===== config.mk =====
export PLATFORM = sky130hd
export DESIGN_NAME = ubl_boot_loader
export DESIGN_NICKNAME = d
export VERILOG_FILES = /design/src/hdl/ubl_uart.v /design/src/hdl/ubl_boot_loader.v
export VERILOG_INCLUDE_DIRS = /design/src /design/src/hdl
export SDC_FILE = /design/constraint.sdc
export NUM_CORES = 1
export LEC_CHECK = 0
export BUFFER_PORTS_ARGS = -buffer_cell sky130_fd_sc_hd__buf_2
export CORE_MARGIN = 4
export CORE_UTILIZATION = 60
export DETAILED_ROUTE_END_ITERATION = 10
export PLACE_DENSITY_LB_ADDON = 0.25
export SLEW_MARGIN = 0
export SYNTH_ARGS = -nofsm -noshare
export SYNTH_HDL_FRONTEND = slang
export SYNTH_SLANG_ARGS = --single-unit

===== constraint.sdc =====
create_clock -name pclk -period 7 [get_ports pclk]
set_input_delay 0.7 -clock pclk [delete_from_list [all_inputs] [get_ports pclk]]
set_output_delay 0.7 -clock pclk [all_outputs]
set_load 0.05 [all_outputs]

===== src/hdl/ubl_map.vh =====
`ifndef UBL_MAP_VH
`define UBL_MAP_VH
`define UBL_SYSCFG_BOOT 16'h0400
`define UBL_SYSCFG_MEM_EN_BIT 10
`define UBL_SYSCFG_HI_DIS_BIT 9
`define UBL_CTX_BASE 16'hFA00
`define UBL_STK_UNDER 16'hFA00
`define UBL_STK_TOP 16'hFA40
`define UBL_STK_OVER 16'hFC00
`define UBL_SERCTL_BOOT 16'h8011
`define UBL_BUSCFG_OFF 16'h0000
`define UBL_BUSCFG_ACT_BIT 10
`define UBL_BUSCFG_ALE_BIT 9
`define UBL_BUSCFG_TYP_LO 6
`define UBL_LOAD_BASE 16'hFA40
`define UBL_LOAD_LAST 16'hFA5F
`define UBL_LOAD_COUNT 6'd32
`define UBL_MEAS_OFFSET 16'd36
`define UBL_MEAS_DIVISOR 16'd72
`define UBL_FLASH_LO 24'h01_0000
`define UBL_FLASH_HI 24'h08_FFFF
`define UBL_CLK_MHZ 100
`define UBL_INIT_US 1000
`define UBL_INIT_CYC (`UBL_INIT_US * `UBL_CLK_MHZ)
`define UBL_TXEN_US 1300
`define UBL_TXEN_CYC (`UBL_TXEN_US * `UBL_CLK_MHZ)
`define UBL_SYNC_W 16
`define UBL_PARTICLE 1
`define UBL_OFF_STATUS 8'h00
`define UBL_OFF_BAUD 8'h04
`define UBL_OFF_SYSCFG 8'h08
`define UBL_OFF_BUSCFG 8'h0C
`define UBL_OFF_SERCTL 8'h10
`define UBL_OFF_PTRS 8'h14
`define UBL_OFF_STACK 8'h18
`define UBL_OFF_RAM 8'h80
`endif


===== src/hdl/ubl_uart.v =====
`timescale 1ns/1ns
// 8n1 byte engine; one bit lasts 32*(reload+1) cycles of pclk
module ubl_uart (
    input wire pclk,
    input wire presetn,
    input wire enable,
    input wire [12:0] reload,
    input wire rx,
    output reg rx_valid,
    output reg [7:0] rx_data,
    input wire tx_start,
    input wire [7:0] tx_data,
    output wire tx_busy,
    output reg tx
);
    wire [17:0] bit_len;
    reg [17:0] rx_cnt_reg;
    reg [3:0] rx_bit_reg;
    reg [7:0] rx_sh_reg;
    reg rx_act_reg;
    reg [17:0] tx_cnt_reg;
    reg [3:0] tx_bit_reg;
    reg [9:0] tx_sh_reg;
    reg tx_act_reg;
    assign bit_len = {reload, 5'h00} + 18'h0_0020;
    assign tx_busy = tx_act_reg | tx_start;
    always @(posedge pclk or negedge presetn) begin
        if (!presetn) begin
            rx_act_reg <= 1'b0;
            rx_cnt_reg <= 18'h0_0000;
            rx_bit_reg <= 4'h0;
            rx_sh_reg <= 8'h00;
            rx_valid <= 1'b0;
            rx_data <= 8'h00;
        end else begin
            rx_valid <= 1'b0;
            if (!enable) begin
                rx_act_reg <= 1'b0;
            end else if (!rx_act_reg) begin
                if (!rx) begin
                    rx_act_reg <= 1'b1;
                    rx_cnt_reg <= {1'b0, bit_len[17:1]};
                    rx_bit_reg <= 4'h0;
                end
            end else if (rx_cnt_reg == 18'h0_0000) begin
                rx_cnt_reg <= bit_len - 18'h0_0001;
                rx_bit_reg <= rx_bit_reg + 4'h1;
                if (rx_bit_reg == 4'h0 && rx) begin
                    rx_act_reg <= 1'b0;
                end else if (rx_bit_reg == 4'h9) begin
                    rx_act_reg <= 1'b0;
                    if (rx) begin
                        rx_valid <= 1'b1;
                        rx_data <= rx_sh_reg;
                    end
                end else if (rx_bit_reg != 4'h0) begin
                    rx_sh_reg <= {rx, rx_sh_reg[7:1]};
                end
            end else begin
                rx_cnt_reg <= rx_cnt_reg - 18'h0_0001;
            end
        end
    end
    always @(posedge pclk or negedge presetn) begin
        if (!presetn) begin
            tx_act_reg <= 1'b0;
            tx_cnt_reg <= 18'h0_0000;
            tx_bit_reg <= 4'h0;
            tx_sh_reg <= 10'h3FF;
            tx <= 1'b1;
        end else if (!tx_act_reg) begin
            tx <= 1'b1;
            if (tx_start) begin
                tx_act_reg <= 1'b1;
                tx_sh_reg <= {1'b1, tx_data, 1'b0};
                tx_cnt_reg <= 18'h0_0000;
                tx_bit_reg <= 4'h0;
            end
        end else if (tx_cnt_reg == 18'h0_0000) begin
            if (tx_bit_reg == 4'hA) begin
                tx_act_reg <= 1'b0;
                tx <= 1'b1;
            end else begin
                tx <= tx_sh_reg[0];
                tx_sh_reg <= {1'b1, tx_sh_reg[9:1]};
                tx_bit_reg <= tx_bit_reg + 4'h1;
                tx_cnt_reg <= bit_len - 18'h0_0001;
            end
        end else begin
            tx_cnt_reg <= tx_cnt_reg - 18'h0_0001;
        end
    end
endmodule // ubl_uart


===== src/hdl/ubl_boot_loader.v =====
`timescale 1ns/1ns
`include "ubl_map.vh"
module ubl_boot_loader #(
    parameter INIT_CYC = `UBL_INIT_CYC,
    parameter TXEN_CYC = `UBL_TXEN_CYC,
    parameter ACK_BYTE = 8'h5A
) (
    input wire pclk,
    input wire presetn,
    input wire psel,
    input wire penable,
    input wire pwrite,
    input wire [7:0] paddr,
    input wire [31:0] pwdata,
    output reg [31:0] prdata,
    output wire pready,
    output wire pslverr,
    input wire boot_select_pin,
    input wire external_access_select,
    input wire [1:0] port0_bus_type,
    input wire port0_byte_bus,
    input wire sw_reset,
    input wire boot_serial_rx,
    output wire boot_serial_tx,
    output wire boot_serial_tx_oe,
    input wire fetch_req,
    input wire [23:0] fetch_addr,
    output wire fetch_to_boot_flash,
    input wire data_read,
    input wire flash_present,
    output wire data_read_valid,
    output wire watchdog_disable,
    output wire boot_loader_mode,
    output reg branch_pulse,
    output wire [15:0] branch_addr
);
    localparam ST_CAPTURE = 3'd0;
    localparam ST_INIT = 3'd1;
    localparam ST_MEASURE = 3'd2;
    localparam ST_TXWAIT = 3'd3;
    localparam ST_ACK = 3'd4;
    localparam ST_LOAD = 3'd5;
    localparam ST_RUN = 3'd6;
    localparam ST_NORMAL = 3'd7;

    function in_flash;
        input [23:0] a;
        begin
            in_flash = (a >= `UBL_FLASH_LO) && (a <= `UBL_FLASH_HI);
        end
    endfunction

    reg [2:0] rx_sync_reg;
    reg rx_level_reg;
    reg [2:0] state_reg;
    reg mode_reg;
    reg [23:0] wait_reg;
    reg [`UBL_SYNC_W-1:0] meas_reg;
    reg meas_ovf_reg;
    reg meas_run_reg;
    reg [15:0] baud_generator_reg;
    reg [15:0] serial_control_reg;
    reg [15:0] system_config_reg;
    reg [15:0] bus_config_reg;
    reg [15:0] context_base_pointer;
    reg [15:0] stack_top_pointer;
    reg [15:0] stack_underflow_limit;
    reg [15:0] stack_overflow_limit;
    reg tx_port_bit;
    reg tx_direction_bit;
    reg [5:0] load_cnt_reg;
    reg [7:0] ram [0:31];
    reg ack_start_reg;
    wire rx_valid;
    wire [7:0] rx_data;
    wire tx_busy;
    wire uart_tx;
    wire uart_en;
    wire [15:0] reload_calc;
    wire [4:0] ram_idx;
    reg [1:0] div_reg;
    wire meas_tick;

    assign uart_en = (state_reg == ST_LOAD) || (state_reg == ST_RUN);
    assign meas_tick = (div_reg == 2'b11);
    // meas_reg < 36 would wrap; clamp to zero instead
    assign reload_calc = (meas_reg > `UBL_MEAS_OFFSET) ?
        ((meas_reg - `UBL_MEAS_OFFSET) / `UBL_MEAS_DIVISOR) : 16'h0000;

    ubl_uart u_uart (
        .pclk(pclk),
        .presetn(presetn),
        .enable(uart_en),
        .reload(baud_generator_reg[12:0]),
        .rx(rx_level_reg),
        .rx_valid(rx_valid),
        .rx_data(rx_data),
        .tx_start(ack_start_reg),
        .tx_data(ACK_BYTE),
        .tx_busy(tx_busy),
        .tx(uart_tx)
    );

    // divide-by-four enable: nine low bits then give 9/4 of the host's bit in ticks
    always @(posedge pclk or negedge presetn) begin
        if (!presetn) begin
            div_reg <= 2'b00;
        end else if (meas_run_reg) begin
            div_reg <= div_reg + 2'b01;
        end else begin
            div_reg <= 2'b00;
        end
    end

    // pin sampled through three stages; level updates once the last two agree
    always @(posedge pclk or negedge presetn) begin
        if (!presetn) begin
            rx_sync_reg <= 3'b111;
            rx_level_reg <= 1'b1;
        end else begin
            rx_sync_reg <= {rx_sync_reg[1:0], boot_serial_rx};
            if (rx_sync_reg[2] == rx_sync_reg[1]) begin
                rx_level_reg <= rx_sync_reg[2];
            end
        end
    end

    always @(posedge pclk or negedge presetn) begin
        if (!presetn) begin
            state_reg <= ST_CAPTURE;
            mode_reg <= 1'b0;
            wait_reg <= 24'h00_0000;
            meas_reg <= 16'h0000;
            meas_ovf_reg <= 1'b0;
            meas_run_reg <= 1'b0;
            baud_generator_reg <= 16'h0000;
            serial_control_reg <= 16'h0000;
            system_config_reg <= 16'h0000;
            bus_config_reg <= 16'h0000;
            context_base_pointer <= 16'h0000;
            stack_top_pointer <= 16'h0000;
            stack_underflow_limit <= 16'h0000;
            stack_overflow_limit <= 16'h0000;
            tx_port_bit <= 1'b0;
            tx_direction_bit <= 1'b0;
            load_cnt_reg <= 6'd0;
            ack_start_reg <= 1'b0;
            branch_pulse <= 1'b0;
        end else begin
            ack_start_reg <= 1'b0;
            branch_pulse <= 1'b0;
            if (sw_reset) begin
                mode_reg <= 1'b0;
                state_reg <= ST_NORMAL;
            end else begin
                case (state_reg)
                ST_CAPTURE: begin
                    // straps caught at first edge after release
                    if (!boot_select_pin) begin
                        mode_reg <= 1'b1;
                        state_reg <= ST_INIT;
                        system_config_reg <= `UBL_SYSCFG_BOOT;
                        system_config_reg[`UBL_SYSCFG_MEM_EN_BIT] <= 1'b1;
                        system_config_reg[`UBL_SYSCFG_HI_DIS_BIT] <= port0_byte_bus;
                        context_base_pointer <= `UBL_CTX_BASE;
                        stack_underflow_limit <= `UBL_STK_UNDER;
                        stack_top_pointer <= `UBL_STK_TOP;
                        stack_overflow_limit <= `UBL_STK_OVER;
                        if (external_access_select) begin
                            bus_config_reg <= `UBL_BUSCFG_OFF;
                        end else begin
                            bus_config_reg <= `UBL_BUSCFG_OFF;
                            bus_config_reg[`UBL_BUSCFG_ACT_BIT] <= 1'b1;
                            bus_config_reg[`UBL_BUSCFG_ALE_BIT] <= 1'b1;
                            bus_config_reg[`UBL_BUSCFG_TYP_LO+1 -: 2] <= port0_bus_type;
                        end
                        wait_reg <= 24'h00_0000;
                    end else begin
                        state_reg <= ST_NORMAL;
                    end
                end
                ST_INIT: begin
                    // line must sit idle high through init
                    if (wait_reg >= INIT_CYC - 1) begin
                        state_reg <= ST_MEASURE;
                        meas_run_reg <= 1'b0;
                        meas_reg <= 16'h0000;
                        meas_ovf_reg <= 1'b0;
                    end else begin
                        wait_reg <= wait_reg + 24'h00_0001;
                    end
                end
                ST_MEASURE: begin
                    // timer spans start bit plus eight zero bits at pclk/4
                    if (!meas_run_reg) begin
                        if (!rx_level_reg) begin
                            meas_run_reg <= 1'b1;
                            meas_reg <= 16'h0000;
                        end
                    end else if (!rx_level_reg) begin
                        if (meas_tick) begin
                            if (meas_reg == 16'hFFFF) begin
                                meas_ovf_reg <= 1'b1;
                            end
                            meas_reg <= meas_reg + 16'h0001;
                        end
                    end else begin
                        meas_run_reg <= 1'b0;
                        // overflowed count still programs; channel then misfires
                        baud_generator_reg <= reload_calc;
                        serial_control_reg <= `UBL_SERCTL_BOOT;
                        tx_port_bit <= 1'b1;
                        wait_reg <= 24'h00_0000;
                        state_reg <= ST_TXWAIT;
                    end
                end
                ST_TXWAIT: begin
                    if (wait_reg >= TXEN_CYC - 1) begin
                        tx_direction_bit <= 1'b1;
                        ack_start_reg <= 1'b1;
                        state_reg <= ST_ACK;
                    end else begin
                        wait_reg <= wait_reg + 24'h00_0001;
                    end
                end
                ST_ACK: begin
                    if (!tx_busy) begin
                        load_cnt_reg <= 6'd0;
                        state_reg <= ST_LOAD;
                    end
                end
                ST_LOAD: begin
                    if (rx_valid) begin
                        load_cnt_reg <= load_cnt_reg + 6'd1;
                        if (load_cnt_reg == `UBL_LOAD_COUNT - 6'd1) begin
                            branch_pulse <= 1'b1;
                            state_reg <= ST_RUN;
                        end
                    end
                end
                ST_RUN: begin
                    state_reg <= ST_RUN;
                end
                ST_NORMAL: begin
                    state_reg <= ST_NORMAL;
                end
                default: begin
                    state_reg <= ST_NORMAL;
                end
                endcase
            end
        end
    end

    assign ram_idx = load_cnt_reg[4:0];
    always @(posedge pclk) begin
        if (state_reg == ST_LOAD && rx_valid) begin
            ram[ram_idx] <= rx_data;
        end
    end

    assign boot_loader_mode = mode_reg;
    assign watchdog_disable = mode_reg;
    assign boot_serial_tx = tx_port_bit & uart_tx;
    assign boot_serial_tx_oe = tx_direction_bit;
    assign fetch_to_boot_flash = mode_reg & fetch_req & in_flash(fetch_addr);
    assign data_read_valid = data_read & flash_present;
    assign branch_addr = `UBL_LOAD_BASE;

    assign pready = 1'b1;
    assign pslverr = 1'b0;
    // registers read-only here; loader owns them
    always @* begin
        prdata = 32'h0000_0000;
        // ram window runs to the top of the 8-bit address space
        if (paddr >= `UBL_OFF_RAM && paddr[1:0] == 2'b00) begin
            prdata = {24'h00_0000, ram[paddr[6:2]]};
        end else begin
            case (paddr)
            `UBL_OFF_STATUS: prdata = {16'h0000, meas_ovf_reg, 7'h00, tx_direction_bit,
                tx_port_bit, load_cnt_reg[5:0] == `UBL_LOAD_COUNT ? 1'b1 : 1'b0,
                mode_reg, 1'b0, state_reg};
            `UBL_OFF_BAUD: prdata = {meas_reg, baud_generator_reg};
            `UBL_OFF_SYSCFG: prdata = {16'h0000, system_config_reg};
            `UBL_OFF_BUSCFG: prdata = {16'h0000, bus_config_reg};
            `UBL_OFF_SERCTL: prdata = {16'h0000, serial_control_reg};
            `UBL_OFF_PTRS: prdata = {context_base_pointer, stack_top_pointer};
            `UBL_OFF_STACK: prdata = {stack_underflow_limit, stack_overflow_limit};
            default: prdata = 32'h0000_0000;
            endcase
        end
    end
endmodule // ubl_boot_loader


---- Word-level counts from Yosys, hierarchy flattened ----
Memory sizes are Yosys's and may differ from the RTL's.
Index checks and enable logic that the tools add are counted.
W data, S select, Z words.
storage, ports and cells
  register bits after elaboration ......... 173
  RAM bits ................................ 256
  output and inout port bits .............. 57
  logic and storage cells ................. 224
  memories kept ........................... 1
cells by class
  add/sub/neg operators ................... 11
  div/mod/pow operators ................... 1
  order comparisons ....................... 6
  equal/unequal tests ..................... 45
  mux-type cells .......................... 87
  bitwise operators ....................... 9
  reductions and logical operators ........ 33
memory list
  memory  words  bits a word  read ports  clocked after memory_dff  write ports  RTL line              source
  ram     32     8            1           0                         1            ubl_boot_loader.v:72  reg [7:0] ram [0:31];
operators with widths
  kind                     count
  $pmux W32 S7             1
  $mux W18                 7
  $mux W24                 5
  $mux W16                 6
  $pmux W24 S4             1
  $ge A24 B17 Y1 const B   3
  $sub A18 B1 Y18 const B  3
  $mux W10                 4
  $mux W1                  37
  $logic_not A18 Y1        2
  $mux W32                 1
  $pmux W16 S2             1
  $mux W4                  7
  $mux W3                  9
  $ne A2 B2 Y1 const B     13
  $add A24 B1 Y24 const B  1
  $eq A8 B5 Y1 const B     3
  $le A24 B20 Y1 const B   1
  $pmux W3 S8              1
  $ne A3 B3 Y1 const B     7
  $reduce_and A7 Y1        3
  $add A18 B6 Y18 const B  1
  $add A16 B1 Y16 const B  1
  $div A16 B7 Y16 const B  1
  40 further kinds         73

---- Depth between registers and ports, before layout ----
Gate-level depths: netlist of the first run.
  word-level depth ........................ 6
  gate-level depth with buffers ........... 26

---- Cells and area by module ----
From an unflattened synthesis of the first run, not the netlist that was laid out.
unflattened totals
  cell total of the unflattened synthesis .. 1746
  area total of the unflattened synthesis .. 20985.1 um^2
modules (own cells, without submodules)
  module           instances  cells each  area an instance (um^2)  sequential area each (um^2)
  ubl_boot_loader  1          1221        16331.9                  9619.2
  ubl_uart         1          525         4653.2                   1839.3

---- Worst setup path before layout of the first run ----
Ideal clock, no wire load.
  path type ............................... register -> register
  from .................................... reg meas_reg[3]
  to ...................................... reg baud_generator_reg[0]
  arrival time ............................ 6.342 ns
  data required time ...................... 6.929 ns
  setup slack ............................. 0.587 ns
  cell stages (with the launch flop) ...... 26
  path buffers ............................ 3
  path through ............................ dfrtp_1 > clkbuf_1 > inv_1 > ha_1 > nor2b_1 > o311ai_1 > or2_2 > clkbuf_1 > o31ai_4 > or3_1 > and2_1 > buf_2 > nor3_2 > mux2_2 > a311o_1 > and3_1 > o211ai_2 > mux2i_1 > mux2_2 > a21oi_1 > xnor2_1 > o21ai_1 > a211oi_2 > o211ai_1 > or4b_1 > nand4_1
on the way
  word-level cells in the longest chain between the ends .. 3
  elaborated cells between the ends (all ways) .. 4
RTL lines
  item                       RTL line               source
  start: declaration         ubl_boot_loader.v:58   reg [`UBL_SYNC_W-1:0] meas_reg;
  start signal: assignment   ubl_boot_loader.v:205  meas_reg <= meas_reg + 16'h0001;
  $sub A16 B6 Y16 (no line)  --
  $div A16 B7 Y16 (no line)  --
  $mux W16 (*)               ubl_boot_loader.v:87   assign reload_calc = (meas_reg > `UBL_MEAS_OFFSET) ?
  end signal: assignment     ubl_boot_loader.v:210  baud_generator_reg <= reload_calc;
  end: declaration           ubl_boot_loader.v:61   reg [15:0] baud_generator_reg;
Mark *: on every way between the ends. The rest lies on a longest branch, timed or not.
A chain may end at the register's enable or synchronous reset.

---- Final worst setup path of the first run ----
  from .................................... reg meas_reg[2]
  to ...................................... reg baud_generator_reg[0]
Same word-level chain as after synthesis.

==> impl_metrics.ini, run 1 <==
[outcome]
outcome = finished clean

[clock_network]
cts_tree = built
holdBufCountCts = 0
cts.clk_slew.worst_paths_ns = 0.06
clk_latency_ns = 0.55
clock-root-buffer = clkbuf_16
htree_levels = 2
cts_buffers = 42
clockBufferDepth = 3
clock_sinks = 406

[detailed_routing]
vias = 14900
drt_iter0_markers = 1636
via_per_inst = 6.50
first_pass_iters = 6
totalWireLength_um = 51000
detail-route-antenna-nets = 0
wire_per_inst_um = 22.3
drc = 0

[worst_setup_path]
cpPeakStageDelay_ns = 0.54
cp_max_fo = 11
r2r-start = meas_reg[2]
required_ns = 7.46
r2r_setup_slack_ns = 0.31
crit_top_cell = a311o_1
crit_type = flip-flop to flip-flop
slowest_stage = or4b_1
cp.arrival_ns = 7.14
cp_cell_sequence = buf_4 > ha_1 > nand2b_1 > a2111oi_4 > o21a_1 > nand3_2 > a311o_1 > or3_1 > and2_1 > mux2_4 > a311o_1 > and3_1 > o211ai_2 > mux2i_1 > mux2_2 > a21oi_2 > xnor2_2 > o21ai_1 > a211oi_2 > o211ai_1 > or4b_1 > nand4_1
cp-start-kind = flip-flop
cp-end-kind = flip-flop
worstReg2RegEnd = baud_generator_reg[0]
reg2reg_depth = 22

[timing]
period_share_pct = 95.5
rsz0062_at_grt = false
fmax_mhz = 150
maxSlewViolCount = 0
slew_headroom_pct = 14.2
finalSetupViolCount = 0
fin_crit_ns = 6.69
holdWs_ns = 0.176
skew_ns = 0.0334
worst_pin_slew_ns = 1.28
finalSetupTns_ns = 0
finalHoldViolCount = 0

[placement]
place.gp.congestion = 0.951
postPlaceCellArea_mm2 = 0.0213
hpwl_um = 33600
io_buffers = 66

[finish]
drive_gt1_share_pct = 17.6
final_cell_area_mm2 = 0.0229
area_growth_pct = 10.2
nNetsFinal = 1901
layout_commonest_cell = edfxtp_1
mostFrequentLayoutCells = edfxtp_1, nor2_1, nand2_1
largest_register_ff_count = 256

[floorplan]
fp.dieH_um = 194
core_area_mm2 = 0.0339
die_area_mm2 = 0.0377
rows = 67
io_pins = 136
initial_core_util_pct = 61.3
fp.dieW_um = 194

[global_routing]
gr-total-overflow = 0
grt.total_usage_pct = 26.6
grt_pass1_vias = 14400
grt_max_degree = 78
antenna_found_initial = 3
grt_pass1_wl_um = 80700

[synth]
synth-async-reset-ratio_pct = 36.9
ys_seq_area_share_pct = 55.2
ys.flop_type = edfxtp_1
synth_edf_count = 256
avgSynthCellArea_um2 = 11.7
syn_inst = 1769
ys_warn_count = 0
ys_ff_latch = 406
ys_types = 103
syn_area_mm2 = 0.0208

[pwr]
power_switching_share_pct = 24.0
ir_drop_v = 0.000240
power_leakage_nw = 7.85
combPwrFrac_pct = 8.4
internal_power_w = 0.00421
seqPwrFrac_pct = 49.6
switchingPower_w = 0.00133
clock_power_share_pct = 42.0
p_total_w = 0.00555
power.density_mw_per_mm2 = 242

[flow_run]
drv_cap = 0

[worst_hold_path]
hold_class = primary input to asynchronous set/reset pin
## how the worst max path moves through the flow
stage,end,from,slack (ns),cells after the start
floorplan,baud_generator_reg[0],meas_reg[3],0.59,25
detailed placement,baud_generator_reg[0],meas_reg[2],0.20,22
CTS,baud_generator_reg[0],meas_reg[2],0.14,22
global placement,baud_generator_reg[0],meas_reg[2],0.32,22
global route,baud_generator_reg[0],meas_reg[2],0.01,21
finish,baud_generator_reg[0],meas_reg[2],0.31,22
## cells in the mapped netlist, types with 15 or more instances
master      n  area [um^2]
a21oi_1    76          380
a31oi_1    19          119
and2_1     21          131
buf_1      17         63.8
buf_4      24          180
clkbuf_1   68          255
dfrtp_1   136         3400
edfxtp_1  256         7690
ha_1       20          250
inv_1      44          165
mux2_2     16          180
mux2i_1    21          210
mux4_2     80         1800
nand2_1   161          604
nand2b_1   22          138
nand3_1    51          255
nand4_1    18          113
nor2_1    175          657
nor3_1     55          275
o211ai_1   18          135
o21ai_0   107          536
or2_2      15         93.8
or3_1      33          206
xnor2_1    30          263
xor2_1     31          272
## logic make-up after synthesis
kind of cell               Yosys count  synth area share, %
AOI/OAI and AO/OA                  363                 11.7
xor gates and xnor gates            62                 2.65
adders and majority gates           21                 1.25
buffers and inverters              162                 3.50
DFF                                406                 55.2
muxes                              120                 10.8
other                                2               0.0361
and+or+nand+nor                    633                 15.0
## timing repair
action	CTS	global route
gates resized for setup	0	14
setup buffers	0	2
endpoints found under the setup margin	0	2
## layer usage
layer,global-route usage (%),vias to the layer above,wire length (um)
met3,4.01,111,3910
met5,0,-,13
met4,8.33,2,1510
met1,38.0,7371,20900
met2,42.8,696,24700
li1,-,6687,-
## stage by stage
step / setup slack, ns / util [%] / std cells
after global routing: 0.0104 / 67.6 / 2286
after CTS: 0.145 / 67.3 / 2282
after floorplan: 0.587 / - / 1785
final: 0.315 / 67.6 / 2286
after global placement: 0.316 / 63.0 / 2204
after detailed placement: 0.204 / 63.0 / 2204
## final cells by class
class                   instances  area [um^2]
diodes                          2         5.00
clock buffers                  53         1130
clock inverters                25          317
fillers                      2477        11000
inverters                      45          169
multi-input cells            1217         8720
flip-flops and latches        406        11500
well taps                     448          561
repair buffers                 90          519
## worst max-delay path: cells and delay by family, from the launching register on
kind / cells / cell delay (ns)
flip-flops: 1 / 0.42
adder cells (fa/ha/maj): 1 / 0.22
AO/OA/AOI/OAI: 9 / 2.66
multiplexers: 3 / 1.02
AND/OR/NAND/NOR: 7 / 1.85
buffers and inverters: 1 / 0.20
XOR/XNOR: 1 / 0.21
## power groups by stage
stage	sequential, W	combinational, W	clock [W]
global placement	0.00279	0.000447	0
detailed placement	0.00280	0.000462	0
CTS	0.00275	0.000466	0.00235
finish	0.00275	0.000467	0.00233
floorplan	0.00276	0.000379	0
global route	0.00276	0.000536	0.00247
Power figures use the tool's default switching activity.
==> inputs of run 2 (changes only) <==
- CTS_BUF_LIST: not set -> sky130_fd_sc_hd__clkbuf_16
- CTS_CLUSTER_SIZE: not set -> 14
==> impl_metrics.ini, run 2 (synthesized netlist as in run 1, its figures left out) <==
[detailed_routing]
drt_iter0_markers = 1639
first_pass_iters = 5
drc = 0
totalWireLength_um = 50600
wire_per_inst_um = 22.1
via_per_inst = 6.48
vias = 14800
detail-route-antenna-nets = 0

[worst_setup_path]
reg2reg_depth = 22
cp.buffers_inverters = 1
cp-end-kind = flip-flop
cp-start-kind = flip-flop
cp_max_fo = 11
crit_type = flip-flop to flip-flop
cp.depth = 22
required_ns = 7.45
cp_cell_sequence = buf_4 > ha_1 > nand2b_1 > a2111oi_4 > o21a_1 > nand3_2 > a311o_1 > or3_1 > and2_1 > mux2_4 > a311o_1 > and3_1 > o211ai_2 > mux2i_1 > mux2_2 > a21oi_2 > xnor2_2 > o21ai_1 > a211oi_2 > o211ai_1 > or4b_1 > nand4_1
slowest_stage = or4b_1
cp.arrival_ns = 7.09
crit_family = compound AO/OA/AOI/OAI gates
crit_top_cell = a311o_1
cpPeakStageDelay_ns = 0.54
r2r_setup_slack_ns = 0.36

[global_routing]
gr-total-overflow = 0
grt.total_usage_pct = 26.3
antenna_found_initial = 3
grt_pass1_wl_um = 80100
grt_max_degree = 78
grt_pass1_vias = 14400

[timing]
skew_ns = 0.0479
fin_crit_ns = 6.64
finalHoldViolCount = 0
slew_headroom_pct = 14.1
holdWs_ns = 0.174
period_share_pct = 94.9
finalSetupTns_ns = 0
maxSlewViolCount = 0
fmax_mhz = 151
finalSetupViolCount = 0
rsz0062_at_grt = false
worst_pin_slew_ns = 1.28

[clock_network]
clock_sinks = 406
clock-root-buffer = clkbuf_16
cts.clk_slew.worst_paths_ns = 0.06
cts_tree = built
clockBufferDepth = 3
htree_levels = 2
cts_buffers = 42
holdBufCountCts = 0
clk_latency_ns = 0.57

[pwr]
ir_drop_v = 0.000280
power_leakage_nw = 7.84
power.density_mw_per_mm2 = 237

[finish]
regArea_mm2 = 0.0115
multi_input_area_mm2 = 0.00872
drive_gt1_share_pct = 17.0
layout_commonest_cell = edfxtp_1
nFillCells = 2507
largest_register_ff_count = 256
nNetsFinal = 1901
mostFrequentLayoutCells = edfxtp_1, nor2_1, nand2_1
area_growth_pct = 9.74

[placement]
place.gp.congestion = 0.951
io_buffers = 66
hpwl_um = 33600

[worst_hold_path]
hold_class = primary input to asynchronous set/reset pin

[flow_run]
drv_cap = 0

[floorplan]
io_pins = 136
die_area_mm2 = 0.0377
fp.dieW_um = 194
initial_core_util_pct = 61.3
rows = 67
core_area_mm2 = 0.0339
fp.dieH_um = 194

[outcome]
outcome = finished clean
[run 2: cell types whose count changed in the layout (fill, tap and decap cells not counted)]
cell        delta
nor2b_2        -1
clkbuf_8       -2
clkinv_8       +1
inv_16         -1
bufinv_16      -2
inv_1         +13
inv_6          -2
clkbuf_16      -1
clkinv_16      +1
nor2b_1        +1
clkinv_2       -4
clkinv_1       +4
clkinvlp_2     +1
clkbuf_1       -8
[run 2: layer usage]
layer / track usage (%) / vias to the layer above / wire [um]
met3: 4.38 / 106 / 3730
met2: 43.0 / 607 / 24600
met1: 36.9 / 7382 / 20600
li1: - / 6709 / -
met4: 8.18 / 2 / 1610
met5: 0 / - / 13
[run 2: timing repair]
| item | in CTS | in global routing |
|---|---|---|
| gates resized for setup | 0 | 13 |
| endpoints found under the setup margin | 0 | 2 |
| setup buffers | 0 | 2 |
[run 2: stage by stage]
step	area, um^2	util (%)	std cells	setup WS, ns	power, W
floorplan	20800	-	1785	0.587	0.00314
global placement	21300	63.0	2204	0.316	0.00324
CTS	22700	67.1	2282	0.171	0.00542
detailed placement	21300	63.0	2204	0.204	0.00326
global route	22800	67.3	2286	0.00128	0.00562
finish	22800	67.3	2286	0.359	0.00540
[run 2: layout make-up]
class                           count  area share [%]
Antenna cell                        2          0.0220
Clock buffer                       42            4.61
Clock inverter                     36            1.38
Inverter                           45           0.741
Multi-Input combinational cell   1217            38.3
Sequential cell                   406            50.3
Tap cell                          448            2.46
Timing Repair Buffer               90            2.28
[run 2: where the power goes]
group / switching (W) / internal [W]
clock network: 0.000931 / 0.00125
logic: 0.000284 / 0.000183
registers: 0.000104 / 0.00265
total: 0.00132 / 0.00408
[run 2: worst register-to-register path: stages, from the launching register on]
cell       delay, ns
dfrtp_1         0.42
buf_4           0.20
ha_1            0.22
nand2b_1        0.24
a2111oi_4       0.39
o21a_1          0.27
nand3_2         0.17
a311o_1         0.43
or3_1           0.37
and2_1          0.22
mux2_4          0.32
a311o_1         0.38
and3_1          0.21
o211ai_2        0.25
mux2i_1         0.28
mux2_2          0.42
a21oi_2         0.26
xnor2_2         0.21
o21ai_1         0.20
a211oi_2        0.32
o211ai_1        0.17
or4b_1          0.54
nand4_1         0.10
[run 2: worst paths after layout]
kind,from,to
max in group asynchronous,presetn,meas_reg[4]
min in group pclk,boot_serial_rx,rx_sync_reg[0]
hold reg to reg,rx_sync_reg[0],rx_sync_reg[1]
hold / removal,presetn,u_uart.tx_cnt_reg[3]
setup / recovery,meas_reg[2],baud_generator_reg[0]
setup reg to reg,meas_reg[2],baud_generator_reg[0]
